[src/include/cecl_pkg.sv]
// Shared constants, request carriers and log operations for the event counter and log block.
package cecl_pkg;
  // Function and diagnostic sub-function codes served here.
  localparam logic [7:0] FC_DIAG = 8'h08;
  localparam logic [7:0] FC_EVCNT = 8'h0B;
  localparam logic [7:0] FC_EVLOG = 8'h0C;
  localparam logic [15:0] SUB_ECHO = 16'h0000;
  localparam logic [15:0] SUB_RESTART = 16'h0001;
  localparam logic [15:0] SUB_LISTEN = 16'h0004;
  localparam logic [15:0] SUB_CLRCNT = 16'h000A;
  localparam logic [15:0] SUB_CLROVR = 16'h0014;
  localparam logic [15:0] DATA_CLRLOG = 16'hFF00;
  localparam logic [15:0] STATUS_BUSY = 16'hFFFF;
  localparam logic [15:0] STATUS_IDLE = 16'h0000;
  // Reply lengths in bytes.
  localparam logic [6:0] ECHO_LEN = 7'h05;
  localparam logic [6:0] EVLOG_HDR = 7'h08;
  localparam logic [6:0] LOG_HDR_BYTES = 7'h06;
  // Event log geometry and fixed event values.
  localparam int LOG_DEPTH = 64;
  localparam logic [6:0] LOG_FULL = 7'h40;
  localparam logic [7:0] EV_RESTART = 8'h00;
  localparam logic [7:0] EV_LISTEN = 8'h04;
  // Event byte field positions.
  localparam int EVB_RX = 7;
  localparam int EVB_SEND = 6;
  localparam int EVB_LISTEN = 5;
  localparam int RX_COMMERR = 1;
  localparam int RX_OVR = 4;
  localparam int RX_BCAST = 6;
  localparam int TX_EXC13 = 0;
  localparam int TX_EXC4 = 1;
  localparam int TX_EXC56 = 2;
  localparam int TX_EXC7 = 3;
  localparam int TX_WTO = 4;
  // Register map of the plain software port.
  localparam logic [3:0] REG_CTRL = 4'h0;
  localparam logic [3:0] REG_EVCNT = 4'h1;
  localparam logic [3:0] REG_MSGCNT = 4'h2;
  localparam logic [3:0] REG_OVRCNT = 4'h3;
  localparam logic [3:0] REG_STAT = 4'h4;
  localparam logic [15:0] CTRL_RESET = 16'h0000;
  localparam int CTRL_STOPERR = 0;
  localparam int STAT_LISTEN = 0;
  localparam int STAT_OVRFLAG = 1;
  localparam int STAT_BUSY = 2;
  localparam int STAT_LEN_LSB = 8;
  // A request as delivered by the framer.
  typedef struct packed {
    logic [7:0] funcCode;
    logic [15:0] subFunc;
    logic [15:0] dataWord;
    logic broadcast;
    logic commErr;
    logic charOverrun;
  } cecl_req_t;
  // Completion report of a request served by another handler.
  typedef struct packed {
    logic valid;
    logic [3:0] excCode;
    logic wrTimeout;
  } cecl_done_t;
  typedef enum logic [1:0] {LOG_NONE, LOG_PUSH, LOG_PUSH_WIPE, LOG_CLEAR_PUSH} cecl_logop_t;
endpackage

[src/design/cecl_counter16.sv]
// Sixteen-bit wrapping event counter with synchronous clear.
`timescale 1ns/1ps
`default_nettype none
module cecl_counter16 import cecl_pkg::*; (
  input wire logic sys_clk, // System clock.
  input wire logic rst_n, // Asynchronous reset, active low.
  input wire logic clr, // Zero the count, wins over inc.
  input wire logic inc, // Add one.
  output logic [15:0] count // Current count.
);
  logic [15:0] count_r;
  logic [15:0] count_nxt;

  // Clear has priority; the count rolls over instead of saturating.
  always_comb begin
    count_nxt = count_r;
    if (clr) begin
      count_nxt = 16'h0000;
    end else if (inc) begin
      count_nxt = count_r + 16'h0001;
    end
  end

  // Counter state.
  always_ff @(posedge sys_clk or negedge rst_n) begin
    if (!rst_n) begin
      count_r <= 16'h0000;
    end else begin
      count_r <= count_nxt;
    end
  end

  assign count = count_r;
endmodule
`default_nettype wire

[src/design/cecl_event_log.sv]
// Newest-first event byte log of sixty-four entries.
`timescale 1ns/1ps
`default_nettype none
module cecl_event_log import cecl_pkg::*; (
  input wire logic sys_clk, // System clock.
  input wire logic rst_n, // Asynchronous reset, active low.
  input wire cecl_logop_t logOp, // Operation this cycle.
  input wire logic [7:0] pushByte, // Byte entered at position zero.
  input wire logic [5:0] rdIdx, // Read position, zero is newest.
  output logic [7:0] rdByte, // Entry at rdIdx.
  output logic [6:0] logLen // Number of valid entries.
);
  logic [7:0] entry_r [LOG_DEPTH];
  logic [6:0] len_r;
  logic doOp;

  assign doOp = (logOp != LOG_NONE);

  // Entry zero takes the new byte; on a plain push the others take their younger neighbour and the oldest drops off the end, otherwise they clear.
  for (genvar i = 0; i < LOG_DEPTH; i++) begin : g_entry
    always_ff @(posedge sys_clk or negedge rst_n) begin
      if (!rst_n) begin
        entry_r[i] <= 8'h00;
      end else if (doOp) begin
        if (i == 0) begin
          entry_r[i] <= pushByte;
        end else if (logOp == LOG_PUSH) begin
          entry_r[i] <= entry_r[(i == 0) ? 0 : i - 1];
        end else begin
          entry_r[i] <= 8'h00;
        end
      end
    end
  end

  // Entry count saturates at the depth; a clearing push leaves one entry.
  always_ff @(posedge sys_clk or negedge rst_n) begin
    if (!rst_n) begin
      len_r <= 7'h00;
    end else if (logOp == LOG_CLEAR_PUSH) begin
      len_r <= 7'h01;
    end else if (doOp && len_r != LOG_FULL) begin
      len_r <= len_r + 7'h01;
    end
  end

  assign rdByte = entry_r[rdIdx];
  assign logLen = len_r;
endmodule
`default_nettype wire

[src/design/cecl_core.sv]
// Event counter, event log and counter-clearing diagnostic server.
//
// The address map and the address-and-strobe port were chosen for this implementation.
`timescale 1ns/1ps
`default_nettype none
module cecl_core import cecl_pkg::*; (
  input wire logic sys_clk, // System clock, 250 MHz.
  input wire logic rst_n, // Asynchronous reset, active low.
  input wire logic reqValid, // Framer offers a request.
  output logic reqReady, // Block can take a request.
  input wire cecl_req_t req, // Request fields and receive conditions.
  output logic fwdValid, // Pulse: request is for another handler.
  input wire cecl_done_t othDone, // Completion from the other handler.
  input wire logic progBusy, // A program command is still running.
  output logic respValid, // Reply byte is valid.
  input wire logic respReady, // Framer takes the reply byte.
  output logic [7:0] respByte, // Reply byte.
  output logic respLast, // Final byte of the reply.
  output logic listenOnly, // Port is in listen-only mode.
  output logic ovrFlag, // Character overrun flag.
  output logic [15:0] ovrCount, // Character overrun message count.
  input wire logic [3:0] regAddr, // Register address.
  input wire logic [15:0] regWdata, // Register write data.
  input wire logic regWr, // Register write strobe.
  input wire logic regRd, // Register read strobe.
  output logic [15:0] regRdata // Read data, valid the cycle after regRd.
);
  typedef enum logic [2:0] {ST_IDLE, ST_EXEC, ST_SEND, ST_WAITX, ST_FIN, ST_RESTART} cecl_state_t;

  cecl_state_t state_r;
  cecl_state_t state_nxt;
  cecl_req_t hold_r;
  logic listen_r;
  logic ovrFlag_r;
  logic success_r;
  logic [3:0] excCode_r;
  logic wrTimeout_r;
  logic [6:0] idx_r;
  logic [6:0] respLen_r;
  logic respValid_r;
  logic [7:0] respByte_r;
  logic respLast_r;
  logic [15:0] ctrl_r;
  logic [15:0] regRdata_r;
  logic take;
  logic isDiag;
  logic isRestart;
  logic isListen;
  logic isClrCnt;
  logic isClrOvr;
  logic isOwn;
  logic suppress;
  logic willReply;
  logic advance;
  logic [15:0] statusWord;
  logic [15:0] evCount;
  logic [15:0] msgCount;
  logic [6:0] logLen;
  logic [7:0] logRd;
  logic [6:0] selIdx;
  logic [5:0] logIdx;
  logic [7:0] selByte;
  logic [7:0] rxEvent;
  logic [7:0] txEvent;
  cecl_logop_t logOp;
  logic [7:0] logByte;

  // Request decode from the held request.
  assign take = reqValid && (state_r == ST_IDLE);
  assign isDiag = (hold_r.funcCode == FC_DIAG);
  assign isRestart = isDiag && (hold_r.subFunc == SUB_RESTART);
  assign isListen = isDiag && (hold_r.subFunc == SUB_LISTEN);
  assign isClrCnt = isDiag && (hold_r.subFunc == SUB_CLRCNT);
  assign isClrOvr = isDiag && (hold_r.subFunc == SUB_CLROVR);
  assign isOwn = isRestart || isListen || isClrCnt || isClrOvr || (isDiag && hold_r.subFunc == SUB_ECHO)
                 || hold_r.funcCode == FC_EVCNT || hold_r.funcCode == FC_EVLOG;
  assign suppress = listen_r && !isRestart;
  assign willReply = isOwn && !suppress && !isListen && !(isRestart && listen_r) && !hold_r.broadcast;
  assign advance = respValid_r && respReady;
  assign statusWord = progBusy ? STATUS_BUSY : STATUS_IDLE;

  // Receive and send event bytes.
  always_comb begin
    rxEvent = 8'h00;
    rxEvent[EVB_RX] = 1'b1;
    rxEvent[RX_COMMERR] = req.commErr;
    rxEvent[RX_OVR] = req.charOverrun;
    rxEvent[EVB_LISTEN] = listen_r;
    rxEvent[RX_BCAST] = req.broadcast;
    txEvent = 8'h00;
    txEvent[EVB_SEND] = 1'b1;
    txEvent[TX_EXC13] = (excCode_r >= 4'h1) && (excCode_r <= 4'h3);
    txEvent[TX_EXC4] = (excCode_r == 4'h4);
    txEvent[TX_EXC56] = (excCode_r == 4'h5) || (excCode_r == 4'h6);
    txEvent[TX_EXC7] = (excCode_r == 4'h7);
    txEvent[TX_WTO] = wrTimeout_r;
    txEvent[EVB_LISTEN] = listen_r;
  end

  // Chooses what enters the log this cycle.
  always_comb begin
    logOp = LOG_NONE;
    logByte = 8'h00;
    case (state_r)
      ST_IDLE: begin
        if (take) begin
          logOp = LOG_PUSH;
          logByte = rxEvent;
        end
      end
      ST_EXEC: begin
        if (isListen && !listen_r) begin
          logOp = LOG_PUSH;
          logByte = EV_LISTEN;
        end
      end
      ST_FIN: begin
        logOp = LOG_PUSH;
        logByte = txEvent;
      end
      ST_RESTART: begin
        if (isRestart) begin
          logByte = EV_RESTART;
          if (hold_r.dataWord == DATA_CLRLOG) begin
            logOp = LOG_CLEAR_PUSH;
          end else if (ctrl_r[CTRL_STOPERR]) begin
            logOp = LOG_PUSH_WIPE;
          end else begin
            logOp = LOG_PUSH;
          end
        end
      end
      default: begin
        logOp = LOG_NONE;
      end
    endcase
  end

  cecl_event_log u_log (
    .sys_clk(sys_clk),
    .rst_n(rst_n),
    .logOp(logOp),
    .pushByte(logByte),
    .rdIdx(logIdx),
    .rdByte(logRd),
    .logLen(logLen)
  );

  // Message counter counts every request seen; restart and clear-counters zero it.
  cecl_counter16 u_msgCnt (
    .sys_clk(sys_clk),
    .rst_n(rst_n),
    .clr(state_r == ST_RESTART),
    .inc(take),
    .count(msgCount)
  );

  // Event counter counts successful completions except counter fetches.
  cecl_counter16 u_evCnt (
    .sys_clk(sys_clk),
    .rst_n(rst_n),
    .clr(state_r == ST_RESTART),
    .inc(state_r == ST_FIN && success_r && hold_r.funcCode != FC_EVCNT),
    .count(evCount)
  );

  // Overrun counter counts requests received with a character overrun.
  cecl_counter16 u_ovrCnt (
    .sys_clk(sys_clk),
    .rst_n(rst_n),
    .clr(state_r == ST_RESTART || (state_r == ST_EXEC && isClrOvr && !suppress)),
    .inc(take && req.charOverrun),
    .count(ovrCount)
  );

  // Reply byte at a given position.
  assign selIdx = (state_r == ST_EXEC) ? 7'h00 : idx_r + 7'h01;
  assign logIdx = selIdx[5:0] - EVLOG_HDR[5:0];
  always_comb begin
    selByte = hold_r.funcCode;
    if (hold_r.funcCode == FC_EVCNT || hold_r.funcCode == FC_EVLOG) begin
      case (selIdx)
        7'h00: selByte = hold_r.funcCode;
        7'h01: selByte = (hold_r.funcCode == FC_EVLOG) ? {1'b0, logLen + LOG_HDR_BYTES} : statusWord[15:8];
        7'h02: selByte = (hold_r.funcCode == FC_EVLOG) ? statusWord[15:8] : statusWord[7:0];
        7'h03: selByte = (hold_r.funcCode == FC_EVLOG) ? statusWord[7:0] : evCount[15:8];
        7'h04: selByte = (hold_r.funcCode == FC_EVLOG) ? evCount[15:8] : evCount[7:0];
        7'h05: selByte = evCount[7:0];
        7'h06: selByte = msgCount[15:8];
        7'h07: selByte = msgCount[7:0];
        default: selByte = logRd;
      endcase
    end else begin
      case (selIdx)
        7'h01: selByte = hold_r.subFunc[15:8];
        7'h02: selByte = hold_r.subFunc[7:0];
        7'h03: selByte = hold_r.dataWord[15:8];
        7'h04: selByte = hold_r.dataWord[7:0];
        default: selByte = hold_r.funcCode;
      endcase
    end
  end

  // Sequencer next state.
  always_comb begin
    state_nxt = state_r;
    case (state_r)
      ST_IDLE: begin
        if (take) begin
          state_nxt = ST_EXEC;
        end
      end
      ST_EXEC: begin
        if (suppress) begin
          state_nxt = ST_FIN;
        end else if (!isOwn) begin
          state_nxt = ST_WAITX;
        end else if (willReply) begin
          state_nxt = ST_SEND;
        end else begin
          state_nxt = ST_FIN;
        end
      end
      ST_SEND: begin
        if (advance && respLast_r) begin
          state_nxt = ST_FIN;
        end
      end
      ST_WAITX: begin
        if (othDone.valid) begin
          state_nxt = ST_FIN;
        end
      end
      ST_FIN: begin
        state_nxt = (success_r && (isRestart || isClrCnt)) ? ST_RESTART : ST_IDLE;
      end
      ST_RESTART: begin
        state_nxt = ST_IDLE;
      end
      default: begin
        state_nxt = ST_IDLE;
      end
    endcase
  end

  // Sequencer state and held request.
  always_ff @(posedge sys_clk or negedge rst_n) begin
    if (!rst_n) begin
      state_r <= ST_IDLE;
      hold_r <= '0;
    end else begin
      state_r <= state_nxt;
      if (take) begin
        hold_r <= req;
      end
    end
  end

  // Completion outcome of the current request.
  always_ff @(posedge sys_clk or negedge rst_n) begin
    if (!rst_n) begin
      success_r <= 1'b0;
      excCode_r <= 4'h0;
      wrTimeout_r <= 1'b0;
    end else if (state_r == ST_EXEC) begin
      success_r <= isOwn && !suppress;
      excCode_r <= 4'h0;
      wrTimeout_r <= 1'b0;
    end else if (state_r == ST_WAITX && othDone.valid) begin
      success_r <= (othDone.excCode == 4'h0);
      excCode_r <= othDone.excCode;
      wrTimeout_r <= othDone.wrTimeout;
    end
  end

  // Listen-only mode: entered by its sub-function, left only by a restart.
  always_ff @(posedge sys_clk or negedge rst_n) begin
    if (!rst_n) begin
      listen_r <= 1'b0;
    end else if (state_r == ST_EXEC && isRestart) begin
      listen_r <= 1'b0;
    end else if (state_r == ST_EXEC && isListen && !listen_r) begin
      listen_r <= 1'b1;
    end
  end

  // Overrun flag: a new overrun wins over a clear in the same cycle.
  always_ff @(posedge sys_clk or negedge rst_n) begin
    if (!rst_n) begin
      ovrFlag_r <= 1'b0;
    end else if (take && req.charOverrun) begin
      ovrFlag_r <= 1'b1;
    end else if (state_r == ST_EXEC && isClrOvr && !suppress) begin
      ovrFlag_r <= 1'b0;
    end
  end

  // Reply byte stream, loaded one byte ahead of the handshake.
  always_ff @(posedge sys_clk or negedge rst_n) begin
    if (!rst_n) begin
      respValid_r <= 1'b0;
      respByte_r <= 8'h00;
      respLast_r <= 1'b0;
      idx_r <= 7'h00;
      respLen_r <= 7'h00;
    end else if (state_r == ST_EXEC && willReply && !suppress) begin
      respValid_r <= 1'b1;
      respByte_r <= selByte;
      respLast_r <= 1'b0;
      idx_r <= 7'h00;
      respLen_r <= (hold_r.funcCode == FC_EVLOG) ? EVLOG_HDR + logLen : ECHO_LEN;
    end else if (advance) begin
      respValid_r <= !respLast_r;
      respByte_r <= selByte;
      respLast_r <= (selIdx == respLen_r - 7'h01);
      idx_r <= selIdx;
    end
  end

  // Software control register.
  always_ff @(posedge sys_clk or negedge rst_n) begin
    if (!rst_n) begin
      ctrl_r <= CTRL_RESET;
    end else if (regWr && regAddr == REG_CTRL) begin
      ctrl_r <= regWdata;
    end
  end

  // Read data for one cycle after the strobe; unmapped addresses read zero.
  always_ff @(posedge sys_clk or negedge rst_n) begin
    if (!rst_n) begin
      regRdata_r <= 16'h0000;
    end else if (regRd) begin
      case (regAddr)
        REG_CTRL: regRdata_r <= ctrl_r;
        REG_EVCNT: regRdata_r <= evCount;
        REG_MSGCNT: regRdata_r <= msgCount;
        REG_OVRCNT: regRdata_r <= ovrCount;
        REG_STAT: regRdata_r <= {1'b0, logLen, 5'h00, progBusy, ovrFlag_r, listen_r};
        default: regRdata_r <= 16'h0000;
      endcase
    end else begin
      regRdata_r <= 16'h0000;
    end
  end

  assign reqReady = (state_r == ST_IDLE);
  assign fwdValid = (state_r == ST_EXEC) && !suppress && !isOwn;
  assign respValid = respValid_r;
  assign respByte = respByte_r;
  assign respLast = respLast_r;
  assign listenOnly = listen_r;
  assign ovrFlag = ovrFlag_r;
  assign regRdata = regRdata_r;
endmodule
`default_nettype wire

[config.mk]
export PLATFORM = sky130hd
export DESIGN_NAME = cecl_core
export DESIGN_NICKNAME = d
export VERILOG_FILES = /design/src/include/cecl_pkg.sv /design/src/design/cecl_counter16.sv /design/src/design/cecl_event_log.sv /design/src/design/cecl_core.sv
export SDC_FILE = /design/constraint.sdc
export NUM_CORES = 1
export LEC_CHECK = 0
export BUFFER_PORTS_ARGS = -buffer_cell sky130_fd_sc_hd__buf_2
export CORE_MARGIN = 8
export CORE_UTILIZATION = 60
export CTS_CLUSTER_DIAMETER = 60
export DETAILED_ROUTE_END_ITERATION = 16
export PLACE_DENSITY = 0.86
export SYNTH_ARGS = -nofsm -noshare
export SYNTH_HDL_FRONTEND = slang
export SYNTH_SLANG_ARGS = --single-unit
[constraint.sdc]
create_clock -name sys_clk -period 7.9 [get_ports sys_clk]
set_clock_uncertainty 0.2 [all_clocks]
set_input_delay 1.58 -clock sys_clk [delete_from_list [all_inputs] [get_ports sys_clk]]
set_output_delay 1.58 -clock sys_clk [all_outputs]
set_load 0.05 [all_outputs]
==> results of run 1 <==
-- final cells by class --
type                            count  area (um2)
Sequential cell                   675       16900
Fill cell                        3663       16900
Multi-Input combinational cell   1856       13400
Clock buffer                      104        2090
Timing Repair Buffer              176        1080
Tap cell                          680         851
Clock inverter                     17         135
Inverter                           16        60.1
-- worst max-delay path: cells and delay by family, from the launching register on --
| kind | cells | cell delay [ns] |
|---|---|---|
| AND/OR/NAND/NOR | 4 | 2.08 |
| flip-flops | 1 | 0.40 |
| buffers and inverters | 1 | 0.31 |
| AO/OA/AOI/OAI | 1 | 0.33 |
-- Yosys cell counts, types with 5 or more instances --
master	instances	area share, %
sky130_fd_sc_hd__mux2i_1	63	2.0
sky130_fd_sc_hd__nand4_1	16	0.32
sky130_fd_sc_hd__a211oi_1	24	0.58
sky130_fd_sc_hd__nor2_1	157	1.9
sky130_fd_sc_hd__a21o_1	5	0.12
sky130_fd_sc_hd__and2_1	8	0.16
sky130_fd_sc_hd__and3_1	36	0.72
sky130_fd_sc_hd__a2111oi_0	8	0.22
sky130_fd_sc_hd__a221oi_1	29	0.81
sky130_fd_sc_hd__a22oi_1	50	1.2
sky130_fd_sc_hd__nand3_1	45	0.72
sky130_fd_sc_hd__a32oi_1	6	0.17
sky130_fd_sc_hd__o2bb2ai_1	5	0.14
sky130_fd_sc_hd__xor2_1	49	1.4
sky130_fd_sc_hd__o221ai_1	9	0.25
sky130_fd_sc_hd__ha_1	11	0.44
sky130_fd_sc_hd__and4_1	6	0.17
sky130_fd_sc_hd__buf_2	49	0.78
sky130_fd_sc_hd__nand2_1	278	3.3
sky130_fd_sc_hd__nor2b_1	7	0.14
sky130_fd_sc_hd__a221o_1	12	0.38
sky130_fd_sc_hd__mux2_2	50	1.8
sky130_fd_sc_hd__nor3_1	31	0.50
sky130_fd_sc_hd__nor3b_1	5	0.12
sky130_fd_sc_hd__buf_1	27	0.32
sky130_fd_sc_hd__o2111ai_1	5	0.14
sky130_fd_sc_hd__inv_1	15	0.18
sky130_fd_sc_hd__o31ai_1	10	0.24
sky130_fd_sc_hd__clkbuf_1	168	2.0
sky130_fd_sc_hd__or3_1	7	0.14
sky130_fd_sc_hd__xnor2_1	27	0.76
sky130_fd_sc_hd__o211ai_1	14	0.34
sky130_fd_sc_hd__o22ai_1	20	0.40
sky130_fd_sc_hd__o21ai_0	89	1.4
sky130_fd_sc_hd__a31oi_1	11	0.22
sky130_fd_sc_hd__or4_1	7	0.17
sky130_fd_sc_hd__mux4_2	29	2.1
sky130_fd_sc_hd__dfrtp_1	675	54
sky130_fd_sc_hd__nor4_1	13	0.26
sky130_fd_sc_hd__a21oi_1	100	1.6
sky130_fd_sc_hd__a22o_1	509	14
sky130_fd_sc_hd__a222oi_1	31	0.99
sky130_fd_sc_hd__nand2b_1	7	0.14
-- path summary, 6_finish.rpt --
kind                               from            endpoint  slack [ns]
setup / recovery             hold_r[30]            fwdValid        2.38
hold / removal             excCode_r[2]  u_log.entry_r[504]        0.30
setup reg to reg             state_r[1]         respByte[0]        2.65
hold reg to reg            excCode_r[2]  u_log.entry_r[504]        0.30
max in group asynchronous         rst_n           hold_r[3]        5.06
min in group asynchronous         rst_n  u_log.entry_r[251]        0.82
-- where the power goes --
part           leakage (nW)  switching, mW  internal (mW)
sequential             9.24          0.564           3.87
clock                  1.10           1.37           1.86
combinational          5.65           3.89           1.49
total                  16.0           5.83           7.22
-- registers in the layout, summed over array words and instances (netlist names), 3 cells and up --
name            flops
u_log.entry_r     512
hold_r             41
ctrl_r             16
regRdata           16
u_evCnt.count      16
u_msgCnt.count     16
u_ovrCnt.count     16
respByte            8
idx_r               7
respLen_r           7
u_log.logLen        7
excCode_r           4
state_r             3
-- kinds of logic after synthesis --
logic type	count (synthesis)	synth area share, %
AOI/OAI and AO/OA	982	24.8
adders and majority gates	11	0.440
muxes	142	5.91
DFF	675	54.0
xor gates and xnor gates	76	2.13
buffers and inverters	262	3.35
and+or+nand+nor	645	9.39
-- layer usage --
layer	vias to the layer above	track usage (%)	part of all wire, %
met5	-	0	0
met4	0	13.4	4.9
met3	291	6.30	9.6
met2	1437	44.5	45
met1	12700	41.2	40
li1	10600	-	-
==> flow_summary.rst, run 1 <==
.. list-table::
   :header-rows: 1

   * - Metric
     - Value
   * - Post-synthesis cell area
     - 31300 um2
   * - Antenna violations before repair
     - 0
   * - Max frequency
     - 0.181 GHz
   * - Buffer depth of the longest clock path
     - 3
   * - Horiz. Die Dim
     - 244 um
   * - Mean number of vias per cell
     - 7.10
   * - Final weighted congestion in routability-driven placement
     - 0.962
   * - Sequential share of the synthesized area
     - 54.0%
   * - Leading cell type in the layout, fill and taps excluded
     - sky130_fd_sc_hd__dfrtp_1
   * - Synthesis-stage register bit count
     - 675
   * - Synthesized area divided by synthesized cell count
     - 11.2 um2
   * - Remaining routing DRC violations
     - 0
   * - Depth of the worst register-to-register path
     - 11
   * - Net Count, Synth
     - 2880
   * - Number of iterations in the first detailed-routing pass
     - 9
   * - Die span in y
     - 244 um
   * - Cts hold-fix bufs
     - 0
   * - Slew Limit Fails
     - 0
   * - Largest net degree at the start of global routing
     - 196
   * - Slowest cell on the critical path
     - sky130_fd_sc_hd__nor4_1
   * - Power per standard cell area
     - 378 nW/um2
   * - Headroom to the max-slew limit
     - 16.0%
   * - Total Nets Final
     - 2882
   * - Max-capacitance violation count
     - 0
   * - Worst hold-check slack
     - 0.299 ns
   * - Maximum vdd drop
     - 0.336 mV
   * - RSZ-0062 raised after global routing
     - no
   * - Transition time at the pin with the least slew margin
     - 1.25 ns
   * - Non-Filler Cell Area, Final
     - 34500 um2
   * - Count of inserted antenna diode cells
     - 0
   * - Area of the core
     - 51400 um2
   * - Worst setup margin
     - 2.38 ns
   * - Number of placed cells counting well taps
     - 3403
   * - Fraction of the cycle the final worst path needs
     - 69.9%
   * - Level count of the clock H-tree
     - 3
   * - Initial core utilization
     - 60.8%
   * - Std cell rows
     - 83
   * - Critical Path Sink Type
     - output port
   * - Core utilization of the finished layout
     - 67.2%
   * - CTS tree
     - built
   * - Global-route wire length before repair
     - 142 mm
   * - Source-to-sink clock delay at the later pin of the worst-skew pair
     - 0.62 ns
   * - Final count of negative-setup-slack endpoints
     - 0
   * - Antenna violation net count after detailed routing
     - 0
   * - DP Wirelength
     - 56.2 mm
   * - Via total after detailed routing
     - 25000
   * - I/O Pins
     - 122
   * - Total global-route track usage
     - 29.6%
   * - Fraction of layout cells with a size suffix above 1
     - 13.7%
   * - Placement-stage cell area
     - 32300 um2
   * - Most instantiated flip-flop cell in the synthesis netlist
     - sky130_fd_sc_hd__dfrtp_1
   * - Final WL
     - 90.2 mm
   * - Result of the run
     - completed
   * - Static leakage power
     - 16.0 nW
   * - Critical Path, Cell by Cell
     - or4_1 -> or4_1 -> nor4_1 -> o21ai_0 -> nor2_1 -> buf_2
   * - Area grow syn2layout
     - 10.4%
   * - Setup_tns
     - 0 ns
   * - Total CTS buffers
     - 70
   * - Maximum fanout along the worst path
     - 5
   * - Dpl ws
     - 2.93 ns
   * - Number of cells on the worst hold path
     - 1
   * - Setup Crit Path Kind
     - reg -> out
   * - Power consumption
     - 13.1 mW
   * - Number of gates resized after cts
     - 0
   * - Clk slew on worst S/H paths
     - 0.06 ns
   * - Clock root cell
     - sky130_fd_sc_hd__clkbuf_16
   * - 1st-iter DRT viols
     - 3220
   * - Library cells used by synthesis
     - 79
   * - Number of sinks driven by the clock tree
     - 675
   * - Post-Synthesis Cells
     - 2793
   * - Arrival time at the worst endpoint
     - 3.74 ns
   * - Total congestion overflow after global routing
     - 0
   * - Die Footprint
     - 59700 um2
   * - Fin cells
     - 3524
   * - Final count of hold timing violations
     - 0
   * - Number of synthesized flops with an enable pin
     - 0
   * - Avg WL per Cell
     - 25.6 um
   * - Highest-count cells in the layout ignoring fill and taps
     - 674 x sky130_fd_sc_hd__dfrtp_1, 509 x sky130_fd_sc_hd__a22o_1, 276 x sky130_fd_sc_hd__nand2_1, 153 x sky130_fd_sc_hd__nor2_1, 120 x sky130_fd_sc_hd__buf_2
   * - Via count of the first global-routing pass
     - 24700
   * - Async set-reset flop share out of synthesis
     - 100%
   * - Critical path data required time
     - 6.12 ns
   * - Maximum single-stage delay on the critical path
     - 0.71 ns
   * - Cell with the most instances on the worst path
     - sky130_fd_sc_hd__or4_1
   * - Clock period minus final worst setup slack
     - 5.52 ns
   * - Post-CTS setup buffers
     - 0
   * - Synthesis Warnings
     - 0
   * - Port Buffer Count
     - 121
   * - Class of the worst hold path
     - reg -> reg
   * - Startpoint Class
     - register
(Power assumes the default switching activity.)
==> run 2: changes to the inputs <==
- CORE_UTILIZATION: 60 -> 56
- PLACE_DENSITY: 0.86 -> 0.84
- clock period: 7.9 -> 4.7 ns (I/O delays scaled with it)
==> flow_summary.rst, run 2 (synthesis gave the netlist of run 1 again) <==
.. list-table::
   :header-rows: 1

   * - Metric
     - Value
   * - Fraction of layout cells with a size suffix above 1
     - 15.9% (+2.2 points)
   * - Number of flip-flops in the largest register
     - 512 (unchanged)
   * - Worst setup margin
     - 0.126 ns (-2.25 ns)
   * - Die span in y
     - 252 um (+3.3%)
   * - Power per standard cell area
     - 647 nW/um2 (+71%)
   * - Global-route wire length before repair
     - 145 mm (+1.9%)
   * - DP Wirelength
     - 59.2 mm (+5.3%)
   * - Setup_tns
     - 0 ns (unchanged)
   * - Total Nets Final
     - 2945 (+2.2%)
   * - Largest registers
     - u_log.entry_r: 512 flops, hold_r: 41 flops
   * - Area of the core
     - 55200 um2 (+7.4%)
   * - Dpl ws
     - 0.417 ns (-2.51 ns)
   * - Count of inserted antenna diode cells
     - 0 (unchanged)
   * - Mean number of vias per cell
     - 6.89 (-3.0%)
   * - Leading cell type in the layout, fill and taps excluded
     - sky130_fd_sc_hd__dfrtp_1
   * - Number of placed cells counting well taps
     - 3531 (+3.8%)
   * - Startpoint Class
     - register
   * - CTS tree
     - built
   * - Number of filler instances in the final layout
     - 4115 (+12%)
   * - 1st-iter DRT viols
     - 3134 (-2.7%)
   * - Final count of negative-setup-slack endpoints
     - 0 (unchanged)
   * - Antenna violations before repair
     - 1 (+1)
   * - Static leakage power
     - 16.4 nW (+2.8%)
   * - Setup Crit Path Kind
     - reg -> out
   * - Result of the run
     - completed
   * - Total CTS buffers
     - 73 (+4.3%)
   * - Maximum fanout along the worst path
     - 6 (+1)
   * - Fin cells
     - 3663 (+3.9%)
   * - Headroom to the max-slew limit
     - 18.6% (+2.6 points)
   * - Non-Filler Cell Area, Final
     - 35400 um2 (+2.6%)
   * - Via count of the first global-routing pass
     - 25000 (+1.2%)
   * - Clock period minus final worst setup slack
     - 4.57 ns
   * - Final WL
     - 92.2 mm (+2.3%)
   * - Largest net degree at the start of global routing
     - 117 (-40%)
   * - Slew Limit Fails
     - 0 (unchanged)
   * - Class of the worst hold path
     - in -> async
   * - Highest-count cells in the layout ignoring fill and taps
     - 674 x sky130_fd_sc_hd__dfrtp_1, 509 x sky130_fd_sc_hd__a22o_1, 276 x sky130_fd_sc_hd__nand2_1, 153 x sky130_fd_sc_hd__nor2_1, 120 x sky130_fd_sc_hd__buf_2
   * - Via total after detailed routing
     - 25200 (+0.85%)
   * - Port Buffer Count
     - 121 (unchanged)
   * - Transition time at the pin with the least slew margin
     - 1.22 ns (-0.0339 ns)
   * - Max frequency
     - 0.219 GHz
   * - Antenna violation net count after detailed routing
     - 0 (unchanged)
   * - Max-capacitance violation count
     - 0 (unchanged)
   * - I/O Pins
     - 122 (unchanged)
   * - Critical Path Sink Type
     - output port
   * - Post-CTS setup buffers
     - 0 (unchanged)
   * - Cts hold-fix bufs
     - 0 (unchanged)
   * - Maximum vdd drop
     - 0.432 mV (+29%)
   * - Remaining routing DRC violations
     - 0 (unchanged)
   * - Level count of the clock H-tree
     - 3 (unchanged)
   * - Placement-stage cell area
     - 33000 um2 (+2.0%)
   * - Final weighted congestion in routability-driven placement
     - 0.948 (-1.4%)
   * - Buffer depth of the longest clock path
     - 3 (unchanged)
   * - Biggest register
     - u_log.entry_r
   * - Number of sinks driven by the clock tree
     - 675 (unchanged)
   * - Total global-route track usage
     - 28.5% (-1.1 points)
   * - Source-to-sink clock delay at the later pin of the worst-skew pair
     - 0.62 ns (about the same)
   * - Number of iterations in the first detailed-routing pass
     - 9 (unchanged)
   * - Avg WL per Cell
     - 25.2 um (-1.6%)
   * - Clock root cell
     - sky130_fd_sc_hd__clkbuf_16
   * - Final count of hold timing violations
     - 0 (unchanged)
   * - Horiz. Die Dim
     - 252 um (+3.3%)
   * - Number of gates resized after cts
     - 0 (unchanged)
   * - RSZ-0062 raised after global routing
     - no
   * - Initial core utilization
     - 56.7% (-4.2 points)
   * - Fraction of the cycle the final worst path needs
     - 97.3%
   * - Power consumption
     - 22.9 mW (+76%)
   * - Critical path data required time
     - 3.56 ns (-2.56 ns)
   * - Arrival time at the worst endpoint
     - 3.43 ns (-0.31 ns)
   * - Area grow syn2layout
     - 13.3%
   * - Die Footprint
     - 63700 um2 (+6.7%)
   * - Clk slew on worst S/H paths
     - 0.06 ns (about the same)
   * - Std cell rows
     - 86 (+3.6%)
   * - Total congestion overflow after global routing
     - 0 (unchanged)
## run 2: critical path, stage by stage (launching register included)
cell and delay, ns:
sky130_fd_sc_hd__dfrtp_1 0.50, sky130_fd_sc_hd__or4_1 0.54, sky130_fd_sc_hd__or4_1 0.47, sky130_fd_sc_hd__nor4_1 0.33, sky130_fd_sc_hd__buf_4 0.20, sky130_fd_sc_hd__o21ai_0 0.15
sky130_fd_sc_hd__nor2_1 0.30, sky130_fd_sc_hd__buf_2 0.33
## run 2: final timing paths
path,cells past startpoint,from,end,slack (ns)
worst max-delay path,7,hold_r[37],fwdValid,0.13
worst min-delay path,1,rst_n,u_log.entry_r[418],0.25
worst max register to register,9,state_r[1],respByte[1],0.24
worst min register to register,1,u_log.entry_r[0],u_log.entry_r[0],0.30
max in group asynchronous,2,rst_n,u_log.entry_r[184],3.01
min in group sys_clk,1,u_log.entry_r[0],u_log.entry_r[0],0.30
## run 2: power breakdown
part / internal (mW) / switching (mW)
combinational: 2.88 / 6.74
clock: 3.45 / 2.44
sequential: 6.51 / 0.897
total: 12.8 / 10.1
## run 2: cell type report
cell class                 instances  area, um2  area share (%)
clock buffer                      98       2060            5.82
clock inverter                    34        402            1.13
inverter                          16       60.1           0.170
multi-input combinational       1856      13400            37.9
sequential                       675      16900            47.7
tap                              748        936            2.64
timing repair buffer             236       1650            4.67
## run 2: per-stage QoR
step | utilization (%) | hold WS [ns]
6_report | 64.2 | 0.250
3_3_place_gp | 59.7 | 0.270
4_1_cts | 64.2 | 0.265
5_1_grt | 64.2 | 0.304
3_5_place_dp | 59.7 | 0.287
2_1_floorplan | - | 0.248
## run 2: layer usage
metal	GRT usage, %	share of wire, %	up-vias	wire, um
met5	0	0.014	-	13
met1	39.3	41	12900	37900
met4	13.2	4.2	2	3910
met3	5.87	8.7	267	8040
li1	-	-	10800	-
met2	43.3	46	1348	42400
